<file path="src/hdl/acpc_regs.vh">
// Constants for the converter pin control block
`ifndef ACPC_REGS_VH
`define ACPC_REGS_VH

// ==========================================================
// Conversion timing (internal oscillator)
`define ACPC_CONV_TIME_NS    660
`define ACPC_CLK_PERIOD_NS   40
`define ACPC_CONV_CYCLES     ((`ACPC_CONV_TIME_NS + `ACPC_CLK_PERIOD_NS - 1) \
                              / `ACPC_CLK_PERIOD_NS)
`define ACPC_OSC_DIV         2

// ==========================================================
// Reset values and the bypass gain factor
`define ACPC_CHAN_RST        3'h0
`define ACPC_GAIN_RST        3'h0
`define ACPC_GAIN_BYPASS     5'h00

// ==========================================================
// Gain code table, gain factor per code
`define ACPC_GAIN_C0         5'h01
`define ACPC_GAIN_C1         5'h02
`define ACPC_GAIN_C2         5'h03
`define ACPC_GAIN_C3         5'h04
`define ACPC_GAIN_C4         5'h06
`define ACPC_GAIN_C5         5'h08
`define ACPC_GAIN_C6         5'h0c
`define ACPC_GAIN_C7         5'h10

`endif

</file>
<file path="src/hdl/acpc_osc_timer.v">
// Conversion timer driven by the internal oscillator enable
`timescale 1ns/1ps
`include "acpc_regs.vh"

module acpc_osc_timer #(
  parameter DIV    = `ACPC_OSC_DIV,
  parameter CYCLES = `ACPC_CONV_CYCLES
) (
  input  wire ref_clk,   // System clock
  input  wire nrst,      // Sync reset, active low
  input  wire start,     // Begin timing a conversion
  input  wire abort,     // Cancel the conversion
  output reg  busy_r,    // Conversion running
  output reg  done_r     // One-cycle end pulse
);

  reg [7:0] div_r;
  reg [7:0] cnt_r;
  wire      tick;

  // ==========================================================
  // Oscillator enable; free running, not tied to any serial clock
  assign tick = (div_r == (DIV[7:0] - 8'h01));

  always @(posedge ref_clk) begin
    if (!nrst) begin
      div_r  <= 8'h00;
      cnt_r  <= 8'h00;
      busy_r <= 1'b0;
      done_r <= 1'b0;
    end else begin
      done_r <= 1'b0;
      div_r  <= tick ? 8'h00 : div_r + 8'h01;
      if (abort) begin
        busy_r <= 1'b0;
        cnt_r  <= 8'h00;
      end else if (start) begin
        busy_r <= 1'b1;
        cnt_r  <= 8'h00;
      end else if (busy_r && tick) begin
        if (cnt_r == (CYCLES[7:0] - 8'h01)) begin
          busy_r <= 1'b0;
          done_r <= 1'b1;
        end else begin
          cnt_r <= cnt_r + 8'h01;
        end
      end
    end
  end

endmodule

</file>
<file path="src/hdl/acpc_pin_control.v">
// Pin level control of the eight channel converter
// What this block does
// - Each falling edge of convert_start_bar begins a conversion unless powered down.
// - Conversions are timed by an internal oscillator, not a serial clock.
// - Output driver off while convert_start_bar high; on when low unless powered down.
// - Power-down during a conversion aborts it and keeps output floating.
// - Normal mode wake: data and selections valid one sample later.
// - Low-power wake: first sample valid, selections apply to it.
// - power_down_n defaults to operating when undriven (pull-up).
// - amp_bypass high routes the mux straight to the converter.
// - Bypass ignores gain select bits; gain resumes when bypass drops.
// - Scan starts at channel 0 on next rising edge, then advances.
// - Scan cycles channels 0 to 7 repeatedly while scan is high.
// - In scan mode the channel select bits are ignored.
// - Without scan, channel equals select bits 2,1,0, bit 2 MSB.
// - Gain codes 0 to 7 map to gains 1,2,3,4,6,8,12,16.
// - Select levels captured on convert_start_bar rising edge, held.
`timescale 1ns/1ps
`include "acpc_regs.vh"

module acpc_pin_control (
  input  wire       ref_clk,           // 25 MHz clock
  input  wire       nrst,              // Sync reset, active low
  input  wire       convert_start_bar, // Convert start, active low
  input  wire       power_down_n,      // Power down, active low
  input  wire       power_down_n_oe_n, // Low when host drives power_down_n
  input  wire       low_power_select,  // Low-power mode select
  input  wire       amp_bypass,        // Skip the gain stage
  input  wire       scan_mode,         // Channel sequencer enable
  input  wire       chan_select_bit2,  // Channel select MSB
  input  wire       chan_select_bit1,  // Channel select
  input  wire       chan_select_bit0,  // Channel select LSB
  input  wire       gain_select_bit2,  // Gain select MSB
  input  wire       gain_select_bit1,  // Gain select
  input  wire       gain_select_bit0,  // Gain select LSB
  input  wire       result_bit,        // Serial result bit to present
  output reg        serial_data_out,   // Serial data output value
  output wire       serial_data_oe_n,  // Output enable, low drives
  output reg  [2:0] active_chan_r,     // Channel on the converter
  output reg  [4:0] active_gain_r,     // Gain factor, zero when bypassed
  output reg        pga_path_r,        // High when gain stage in path
  output wire       conv_busy,         // Conversion running
  output reg        data_valid_r,      // Result of last conversion is valid
  output reg        powered_down_r     // Device held in power-down
);

  // ==========================================================
  // Gain decode
  function [4:0] acpc_gain;
    input [2:0] code;
    begin
      case (code)
        3'h0:    acpc_gain = `ACPC_GAIN_C0;
        3'h1:    acpc_gain = `ACPC_GAIN_C1;
        3'h2:    acpc_gain = `ACPC_GAIN_C2;
        3'h3:    acpc_gain = `ACPC_GAIN_C3;
        3'h4:    acpc_gain = `ACPC_GAIN_C4;
        3'h5:    acpc_gain = `ACPC_GAIN_C5;
        3'h6:    acpc_gain = `ACPC_GAIN_C6;
        default: acpc_gain = `ACPC_GAIN_C7;
      endcase
    end
  endfunction

  // Next sequencer channel; the first rise of a scan run gives 0
  function [2:0] acpc_seq_next;
    input       armed;
    input [2:0] chan;
    begin
      if (armed)
        acpc_seq_next = chan + 3'h1;
      else
        acpc_seq_next = `ACPC_CHAN_RST;
    end
  endfunction

  // ==========================================================
  // Input conditioning
  reg        csb_d_r;
  reg        scan_d_r;
  reg  [2:0] chan_lat_r;
  reg  [2:0] gain_lat_r;
  reg        byp_lat_r;
  reg  [2:0] seq_chan_r;
  reg        seq_armed_r;
  reg        wake_pend_r;
  reg        first_r;
  wire       pd_eff;
  wire       csb_fall;
  wire       csb_rise;
  wire       scan_rise;
  wire       abort;
  wire       conv_done;
  wire [2:0] pin_chan;
  wire [2:0] pin_gain;
  wire [2:0] use_chan;
  wire       cap_rise;

  // Undriven pin reads as operating, like a pull-up
  assign pd_eff    = power_down_n_oe_n ? 1'b1 : power_down_n;
  assign csb_fall  = csb_d_r & ~convert_start_bar;
  assign csb_rise  = ~csb_d_r & convert_start_bar;
  assign scan_rise = scan_mode & ~scan_d_r;
  assign pin_chan  = {chan_select_bit2, chan_select_bit1,
                      chan_select_bit0};
  assign pin_gain  = {gain_select_bit2, gain_select_bit1,
                      gain_select_bit0};
  assign abort     = ~pd_eff & conv_busy;
  // A scan start in the capture cycle restarts the run at channel 0
  assign use_chan  = scan_mode ? acpc_seq_next(seq_armed_r & ~scan_rise,
                                               seq_chan_r)
                               : pin_chan;
  assign cap_rise  = csb_rise & pd_eff;

  // ==========================================================
  // Conversion timer
  acpc_osc_timer u_timer (
    .ref_clk (ref_clk),
    .nrst    (nrst),
    .start   (csb_fall & pd_eff),
    .abort   (abort),
    .busy_r  (conv_busy),
    .done_r  (conv_done)
  );

  // ==========================================================
  // Output driver: high-Z when start high or powered down
  assign serial_data_oe_n = convert_start_bar | ~pd_eff;

  // ==========================================================
  // Pin history for edge detection
  always @(posedge ref_clk) begin
    if (!nrst) begin
      csb_d_r        <= 1'b0;
      scan_d_r       <= 1'b0;
      powered_down_r <= 1'b0;
    end else begin
      csb_d_r        <= convert_start_bar;
      scan_d_r       <= scan_mode;
      powered_down_r <= ~pd_eff;
    end
  end

  // ==========================================================
  // Serial output register; the driver enable is kept apart
  always @(posedge ref_clk) begin
    if (!nrst) begin
      serial_data_out <= 1'b0;
    end else begin
      serial_data_out <= result_bit;
    end
  end

  // ==========================================================
  // Sequencer; a new scan run always restarts from channel 0
  always @(posedge ref_clk) begin
    if (!nrst) begin
      seq_chan_r  <= `ACPC_CHAN_RST;
      seq_armed_r <= 1'b0;
    end else if (cap_rise && scan_mode) begin
      seq_chan_r  <= use_chan;
      seq_armed_r <= 1'b1;
    end else if (scan_rise) begin
      seq_chan_r  <= `ACPC_CHAN_RST;
      seq_armed_r <= 1'b0;
    end
  end

  // ==========================================================
  // Capture of the select pins at each rise of convert start unless powered down
  always @(posedge ref_clk) begin
    if (!nrst) begin
      chan_lat_r <= `ACPC_CHAN_RST;
      gain_lat_r <= `ACPC_GAIN_RST;
      byp_lat_r  <= 1'b0;
    end else if (cap_rise) begin
      chan_lat_r <= use_chan;
      gain_lat_r <= pin_gain;
      byp_lat_r  <= amp_bypass;
    end
  end

  // ==========================================================
  // Application: low power uses this capture, normal the one before
  always @(posedge ref_clk) begin
    if (!nrst) begin
      active_chan_r <= `ACPC_CHAN_RST;
      active_gain_r <= `ACPC_GAIN_C0;
      pga_path_r    <= 1'b1;
    end else if (cap_rise && low_power_select) begin
      active_chan_r <= use_chan;
      pga_path_r    <= ~amp_bypass;
      active_gain_r <= amp_bypass ? `ACPC_GAIN_BYPASS
                                  : acpc_gain(pin_gain);
    end else if (cap_rise) begin
      active_chan_r <= chan_lat_r;
      pga_path_r    <= ~byp_lat_r;
      active_gain_r <= byp_lat_r ? `ACPC_GAIN_BYPASS
                                 : acpc_gain(gain_lat_r);
    end
  end

  // ==========================================================
  // Wake tracking and result validity
  always @(posedge ref_clk) begin
    if (!nrst) begin
      wake_pend_r  <= 1'b0;
      first_r      <= 1'b0;
      data_valid_r <= 1'b0;
    end else begin
      if (!pd_eff)
        wake_pend_r <= 1'b1;
      else if (cap_rise)
        wake_pend_r <= 1'b0;
      // A finishing conversion wins over power-down in the same cycle
      if (conv_done)
        data_valid_r <= ~first_r;
      else if (!pd_eff)
        data_valid_r <= 1'b0;
      // Wake capture wins over a done, so in normal mode the next result is marked
      if (cap_rise && wake_pend_r)
        first_r <= ~low_power_select;
      else if (conv_done)
        first_r <= 1'b0;
    end
  end

endmodule

</file>
<file path="config.mk">
export PLATFORM = sky130hd
export DESIGN_NAME = acpc_pin_control
export DESIGN_NICKNAME = d
export VERILOG_FILES = /design/src/hdl/acpc_osc_timer.v /design/src/hdl/acpc_pin_control.v
export VERILOG_INCLUDE_DIRS = /design/src /design/src/hdl
export SDC_FILE = /design/constraint.sdc
export NUM_CORES = 1
export LEC_CHECK = 0
export ABC_CLOCK_PERIOD_IN_PS = 4600
export BUFFER_PORTS_ARGS = -buffer_cell sky130_fd_sc_hd__buf_4
export CAP_MARGIN = 15
export CORE_UTILIZATION = 45
export CTS_CLUSTER_SIZE = 10
export DETAILED_ROUTE_END_ITERATION = 10
export PLACE_DENSITY = 0.67
export SYNTH_ARGS = -nofsm -noshare
export SYNTH_HDL_FRONTEND = slang
export SYNTH_HIERARCHICAL = 1
export SYNTH_SLANG_ARGS = --single-unit
</file>
<file path="constraint.sdc">
create_clock -name ref_clk -period 4.6 [get_ports ref_clk]
set_input_delay 0.92 -clock ref_clk [delete_from_list [all_inputs] [get_ports ref_clk]]
set_output_delay 0.92 -clock ref_clk [all_outputs]
set_load 0.01 [all_outputs]
</file>
* Word-level counts from Yosys, hierarchy flattened
Cells that the tools add are included.
** Storage, ports and cells
- Register bits :: 45
- Output and inout port bits :: 14
** Operators by class
- $add $sub $neg :: 3
- Equality and inequality tests :: 16
- Multiplexer cells :: 27
- Bitwise operators :: 20
- Reduce and logical (&&, ||, !) cells :: 17
** Operators by type and width (count)
- $pmux 5 s7 :: 2
- $mux 5 :: 4
- $eq 3x3->1 const B :: 6
- $mux 3 :: 6
- $add 8x1->8 const B :: 2
- $mux 1 :: 15
- $eq 3x2->1 const B :: 4
- $not 1->1 :: 12
- $reduce_bool 2->1 :: 5
- $eq 8x1->1 const B :: 1
- $eq 8x5->1 const B :: 1
- $and 1x1->1 :: 7
- $eq 3x1->1 const B :: 2
- $logic_not 3->1 :: 2
- $logic_and 1x1->1 :: 4
- $ne 2x1->1 const B :: 2
- $reduce_and 2->1 :: 2
- $reduce_or 2->1 :: 2
- $reduce_or 4->1 :: 1
- $add 3x1->3 const B :: 1
- $reduce_or 3->1 :: 1
- $or 1x1->1 :: 1

* Depth between registers and ports, before layout
Gate-level depths: netlist of the first run.
- Depth after elaboration :: 7
- Gate-level depth with buffers :: 6

* Hierarchy
The synthesis of the first run kept the hierarchy.
** Modules (own cells, without submodules)
- acpc_pin_control :: instances 1, cells each 155, area an instance 1307.5 um^2
- acpc_osc_timer :: instances 1, cells each 97, area an instance 839.6 um^2

* Least setup slack after synthesis of the first run
OpenSTA, ideal clock, no wires.
- Kind :: in2out
- Start point :: input power_down_n_oe_n
- End point :: output serial_data_oe_n
- Arrival time :: 1322 ps
- Required time :: 3680 ps
- Path slack :: 2358 ps
- Cell stages on the path :: 2
- Cells stage by stage :: or2_1 nand2b_1
** On the way
- Longest elaborated chain between the ends :: 3
** Ends and longest elaborated chain
- start: declaration :: line acpc_pin_control.v:26 : input wire power_down_n_oe_n,
- $mux 1 :: line acpc_pin_control.v:100 : assign pd_eff = power_down_n_oe_n ? 1'b1 : power_down_n;
- $not 1->1 :: line acpc_pin_control.v:128 : assign serial_data_oe_n = convert_start_bar | ~pd_eff;
- $or 1x1->1 :: line acpc_pin_control.v:128
- end: declaration :: line acpc_pin_control.v:38 : output wire serial_data_oe_n,
Every way passes these cells.

* Worst setup path after layout of the first run
Ends and elaborated chain as after synthesis.

==> results of run 1 <==
-- sequential cells by signal (all words and copies together), names as in the netlist, 3 cells and up --
signal and cells:
active_chan_r 3, gain_lat_r 3, u_timer/cnt_r 8, active_gain_r 5, u_timer/div_r 8, chan_lat_r 3
seq_chan_r 3
-- per-stage QoR --
stage	hold WS, ns	power, mW
floorplan	0.445	0.492
global placement	0.459	0.523
detailed placement	0.460	0.525
CTS	0.474	0.840
global route	0.511	0.867
finish	0.474	0.830
-- routing by layer --
metal	up-vias	wire (um)	global-route usage (%)
met5	-	0	0
met4	0	78	7.33
met3	7	190	5.41
met2	31	1860	28.0
met1	857	2170	24.3
li1	933	-	-
-- worst max-delay path by stage --
stage | startpoint | end | slack [ns] | cells after the start
2_1_floorplan | power_down_n_oe_n | serial_data_oe_n | 2.36 | 2
3_3_place_gp | power_down_n_oe_n | serial_data_oe_n | 2.15 | 4
3_5_place_dp | power_down_n_oe_n | serial_data_oe_n | 2.14 | 4
4_1_cts | power_down_n_oe_n | serial_data_oe_n | 2.14 | 4
5_1_grt | power_down_n_oe_n | serial_data_oe_n | 2.10 | 4
6_report | power_down_n_oe_n | serial_data_oe_n | 2.14 | 4
-- where the power goes --
group | switching [mW] | leakage [nW] | internal (mW)
Combinational | 0.0545 | 0.514 | 0.0431
Clock | 0.138 | 0.0574 | 0.177
Sequential | 0.0133 | 0.367 | 0.405
Total | 0.206 | 0.938 | 0.624
-- cell families (layout without fill, tap and decap cells) --
| logic type | after synthesis | in the layout | share of synthesized area [%] |
|---|---|---|---|
| buffers and inverters | 22 | 47 | 4.78 |
| AO/OA/AOI/OAI | 50 | 50 | 14.9 |
| XOR/XNOR | 13 | 13 | 5.30 |
| flip-flops | 45 | 45 | 42.0 |
| AND/OR/NAND/NOR | 114 | 114 | 28.8 |
| adder cells (fa/ha/maj) | 5 | 5 | 2.91 |
| multiplexers | 3 | 3 | 1.40 |
-- critical path, delay by kind of cell --
family	cells	cell delay [ns]
AND/OR/NAND/NOR	2	0.38
buffers and inverters	2	0.23
-- layout make-up --
type	count	area [um^2]	share of cell area (%)
multi-input cells	185	1140	46.1
flip-flops and latches	45	901	36.3
repair buffers	28	210	8.47
clock buffers	6	82.6	3.33
well taps	52	65.1	2.62
inverters	11	41.3	1.66
clock inverters	2	37.5	1.51
-- layout by cell type (no fill, tap or decap), types with 4 or more instances in the layout --
| cell | netlist | routed |
|---|---|---|
| nor2_1 | 29 | 29 |
| xnor2_1 | 7 | 7 |
| and2_1 | 4 | 4 |
| buf_4 | 4 | 28 |
| nor3_1 | 4 | 4 |
| nand3_1 | 13 | 13 |
| nand4_1 | 6 | 6 |
| a311oi_1 | 4 | 4 |
| or3_1 | 4 | 4 |
| inv_1 | 10 | 10 |
| o21ai_0 | 16 | 16 |
| ha_1 | 5 | 5 |
| xor2_1 | 6 | 6 |
| nand2_1 | 22 | 22 |
| a21oi_1 | 16 | 16 |
| clkbuf_8 | 0 | 6 |
| dfxtp_1 | 45 | 45 |
==> impl_metrics.yaml, run 1 <==
synth:
  synth_area_leaders: "dfxtp_1 (42%), nor2_1 (5.1%), nand2_1 (3.8%)"
  yosysSeqAreaShare_pct: 42.0
  synth.largest_area_cell: "dfxtp_1"
  ys_types: 52
  netlist_area_um2: 2150
  syn_inst: 252
  yosys.area.top_type_share_pct: 42.0
  synth_most_common_cell: "dfxtp_1"
  ys_seq_elements: 45
  synth-edff-count: 0
  syn_nets: 272
  yosysWarningCount: 6
  synthTopCellsByCount: "dfxtp_1 (45), nor2_1 (29), nand2_1 (22)"
  synthFlopType: "dfxtp_1"
  async_flop_share_pct: 0
  syn_avg_cell_area_um2: 8.52
critical_path:
  cp-end-kind: "primary output"
  r2r_setup_slack_ns: 2.63
  worstPathCellList: "buf_4 > or2_1 > nand2b_1 > buf_4"
  r2r_end: "u_timer/div_r[4]$_SDFF_PP0_"
  crit_fanout: 4
  cp_common_cell: "buf_4"
  slowest_stage: "or2_1"
  cp_data_required_time_ns: 3.68
  reg2reg_depth: 5
  critical_path_class: "in -> out"
  start_kind: "input port"
  max_stage_delay_ns: 0.27
  r2r-start: "u_timer/div_r[0]$_SDFF_PP0_"
  cp.arrival_ns: 1.54
min_path:
  whs_path_depth: 2
  hp-start: "active_chan_r[2]$_SDFFE_PN0P_"
  hold-path-endpoint: "active_chan_r[2]$_SDFFE_PN0P_"
  hold_path.class: "reg -> reg"
sta:
  tightest_slew_ns: 0.522
  period_needed_ns: 2.46
  setup_ws_ns: 2.14
  hold_viol_final: 0
  setup_viol: 0
  finalCritPeriodShare_pct: 53.4
  fmax_mhz: 407
  slew_headroom_pct: 64.7
  final.setup_skew_ns: 0.00591
  slew_violations: 0
  finalSetupTns_ns: 0
  rsz0062_at_grt: "false"
global_routing:
  grt_antenna_before_repair: 0
  grt_remaining_overflow: 0
  grt.total_usage_pct: 18.3
  grt_pass1_vias: 1580
  grt_pass1_wl_mm: 7.22
  grt_max_degree: 24
place:
  port_buffers: 28
  post_dp_cell_area_um2: 2360
  dp_hpwl_mm: 2.97
  place.gp.congestion: 0.811
  place_ws_ns: 2.14
  dp_cells: 321
cts:
  clk_pin_slew_ns: 0.09
  cts_resized: 0
  cts_tree: "yes"
  post_cts_buffers: 0
  cts_made_buffers: 5
  root_buffer: "clkbuf_8"
  htreeDepth: 2
  clkLatencyLatePin_ns: 0.30
  cts_max_path_buffers: 2
  cts_hold_buf: 0
  clock_sinks: 45
finish:
  fillers: 424
  finalNonFillerCells: 329
  syn_to_final_growth_pct: 15.6
  stdcell_area_um2: 2480
  nets: 296
  drive_gt1_share_pct: 17.0
  diodes: 0
  fin_util_pct: 55.5
floorplanning:
  die_y_um: 71.1
  die_w_um: 71.1
  die_area_um2: 5050
  io_pins: 29
  rows: 24
  fp.coreArea_um2: 4470
  start_util_pct: 48.0
routing:
  drc: 2
  via_per_inst: 5.56
  dr.pass1.iters: 9
  drt_iter0_markers: 148
  num_vias: 1828
  drtAntennaViolNets: 0
  wire_per_inst_um: 13.1
  routed_wl_mm: 4.31
run_status:
  failed_checks: "design-rule violations"
  status: "finished with violations"
pwr:
  p_leak_nw: 0.938
  p_per_area_nw_per_um2: 335
  ir_drop_mv: 0.137
job:
  cap_violations: 0
Note: power is estimated with default switching activity, not from simulation.
==> inputs of run 2 (changes only) <==
--- a/config.mk
+++ b/config.mk
@@ -6,13 +6,14 @@
 export SDC_FILE = /design/constraint.sdc
 export NUM_CORES = 1
 export LEC_CHECK = 0
-export ABC_CLOCK_PERIOD_IN_PS = 4600
+export ABC_AREA = 1
+export ABC_CLOCK_PERIOD_IN_PS = 2500
 export BUFFER_PORTS_ARGS = -buffer_cell sky130_fd_sc_hd__buf_4
 export CAP_MARGIN = 15
 export CORE_UTILIZATION = 45
 export CTS_CLUSTER_SIZE = 10
 export DETAILED_ROUTE_END_ITERATION = 10
-export PLACE_DENSITY = 0.67
+export PLACE_DENSITY = 0.66
 export SYNTH_ARGS = -nofsm -noshare
 export SYNTH_HDL_FRONTEND = slang
 export SYNTH_HIERARCHICAL = 1
==> constraint.sdc (replaced) <==
create_clock -name ref_clk -period 2.5 [get_ports ref_clk]
set_input_delay 0.5 -clock ref_clk [delete_from_list [all_inputs] [get_ports ref_clk]]
set_output_delay 0.5 -clock ref_clk [all_outputs]
set_load 0.01 [all_outputs]
==> impl_metrics.yaml, run 2 <==
run_status:
  status: "finished clean"
critical_path:
  critical_path_class: "in -> out"
  cp-end-kind: "primary output"
  start_kind: "input port"
  cp.arrival_ns: 1.05
  crit_fanout: 6
  cp_data_required_time_ns: 2.00
synth:
  syn_nets: 353
  yosys.area.top_type_share_pct: 38.6
  syn_inst: 333
  yosysWarningCount: 6
  synth_most_common_cell: "nand2_1"
  synth_area_leaders: "dfxtp_1 (39%), nand2_1 (13%), inv_1 (7.7%)"
  yosysSeqAreaShare_pct: 38.6
  synthFlopType: "dfxtp_1"
  syn_avg_cell_area_um2: 7.00
  async_flop_share_pct: 0
  synth-edff-count: 0
  synth.largest_area_cell: "dfxtp_1"
  ys_types: 28
  netlist_area_um2: 2330
  synthTopCellsByCount: "nand2_1 (79), inv_1 (48), dfxtp_1 (45)"
  ys_seq_elements: 45
global_routing:
  grt_remaining_overflow: 0
  grt_pass1_vias: 1765
  grt.total_usage_pct: 18.3
  grt_max_degree: 20
  grt_pass1_wl_mm: 7.67
  grt_antenna_before_repair: 0
pwr:
  p_per_area_nw_per_um2: 527
  ir_drop_mv: 0.311
  switching_power_uw: 383
  pwr-share-seq_pct: 54.8
  p_clk_share_pct: 30.5
  swShare_pct: 27.2
  internal_power_mw: 1.02
  p_leak_nw: 1.17
  p_comb_share_pct: 14.7
cts:
  post_cts_buffers: 0
  cts_resized: 0
  cts_hold_buf: 0
  clock_sinks: 45
  cts_made_buffers: 5
  htreeDepth: 2
  clkLatencyLatePin_ns: 0.29
  root_buffer: "clkbuf_8"
  clk_pin_slew_ns: 0.08
  cts_max_path_buffers: 2
  cts_tree: "yes"
sta:
  slew_violations: 0
  final.setup_skew_ns: 0.00462
  finalCritPeriodShare_pct: 62.0
  slew_headroom_pct: 71.9
  period_needed_ns: 1.55
  setup_viol: 0
  tightest_slew_ns: 0.421
  rsz0062_at_grt: "false"
  fmax_mhz: 645
  finalSetupTns_ns: 0
  setup_ws_ns: 0.949
  hold_viol_final: 0
  hold_ws_ns: 0.386
floorplanning:
  io_pins: 29
  fp.coreArea_um2: 4850
  die_area_um2: 5470
  start_util_pct: 48.1
  die_y_um: 74.0
  rows: 25
  die_w_um: 74.0
routing:
  drt_iter0_markers: 172
  via_per_inst: 4.74
  wire_per_inst_um: 10.9
  num_vias: 2045
  dr.pass1.iters: 4
  routed_wl_mm: 4.68
  drtAntennaViolNets: 0
  drc: 0
finish:
  finalNonFillerCells: 431
  syn_to_final_growth_pct: 14.7
  final_cell_mix: "nand2_1 (79), inv_1 (48), dfxtp_1 (45)"
  drive_gt1_share_pct: 17.0
  layout_commonest_cell: "nand2_1"
  diodes: 0
  reg_top3: "u_timer/cnt_r: 8 flops, u_timer/div_r: 8 flops, active_gain_r: 5 flops"
  nets: 383
  fillers: 472
min_path:
  hold_path.class: "in -> reg"
place:
  port_buffers: 28
  place.gp.congestion: 0.798
  dp_hpwl_mm: 3.46
  place_ws_ns: 0.900
  dp_cells: 423
job:
  cap_violations: 0
==> run 2: cell types whose count changed after synthesis, sizes merged, moves of 5 or more <==
cell   before  now
nand2      23   84
inv        10   54
a21oi      17   31
nor2       31   42
nand3      13   23
buf         9    2
xnor2       7    0
o21ai      16   21
==> run 2: logic make-up after synthesis <==
group / Yosys count / synth area share [%]
xor+xnor: 4 / 1.50
compound gates: 57 / 13.0
fa+ha+maj: 5 / 2.68
flops: 45 / 38.6
simple gates: 163 / 33.9
buf+inv: 59 / 10.2
==> run 2: metal layers <==
metal  wire, um  GRT usage [%]
met1       2330           24.0
met3        188           3.79
met2       2110           29.8
met5          0              0
met4         48           6.41
==> run 2: per-stage QoR <==
step           cell area (um^2)  utilization [%]  power, mW
3_3_place_gp               2590             53.4      0.994
6_report                   2670             55.1       1.41
3_5_place_dp               2590             53.4      0.997
4_1_cts                    2670             55.1       1.43
5_1_grt                    2670             55.1       1.48
2_1_floorplan              2330                -      0.926
==> run 2: layout make-up <==
class	count	area (um^2)	share of cell area, %
Clock buffer	6	72.6	2.72
Clock inverter	2	10.0	0.375
Inverter	54	203	7.58
Multi-Input combinational cell	229	1190	44.6
Sequential cell	45	901	33.7
Tap cell	67	83.8	3.14
Timing Repair Buffer	28	210	7.87
==> run 2: path summary, 6_finish.rpt <==
check,from,slack (ns),endpoint,cells after the start
worst min-delay path,result_bit,0.39,serial_data_out$_SDFF_PN0_,3
worst min register to register,first_r$_SDFFE_PN0P_,0.45,data_valid_r$_SDFFE_PN0P_,1
worst max register to register,u_timer/cnt_r[0]$_SDFFE_PP0P_,1.19,u_timer/cnt_r[1]$_SDFFE_PP0P_,8
worst max-delay path,power_down_n,0.95,serial_data_oe_n,5
==> run 2: worst max-delay path, cell delays in order <==
cell and delay, ns:
buf_4 0.08, inv_1 0.04, nand2_2 0.17, nand2_1 0.10
buf_4 0.16
==> run 2: power by group through the flow <==
stage          clock network (mW)  logic [mW]  registers (mW)
4_1_cts                     0.447       0.209           0.772
3_5_place_dp                    0       0.208           0.789
6_report                    0.429       0.207           0.772
3_3_place_gp                    0       0.206           0.788
5_1_grt                     0.467       0.235           0.776
2_1_floorplan                   0       0.135           0.791
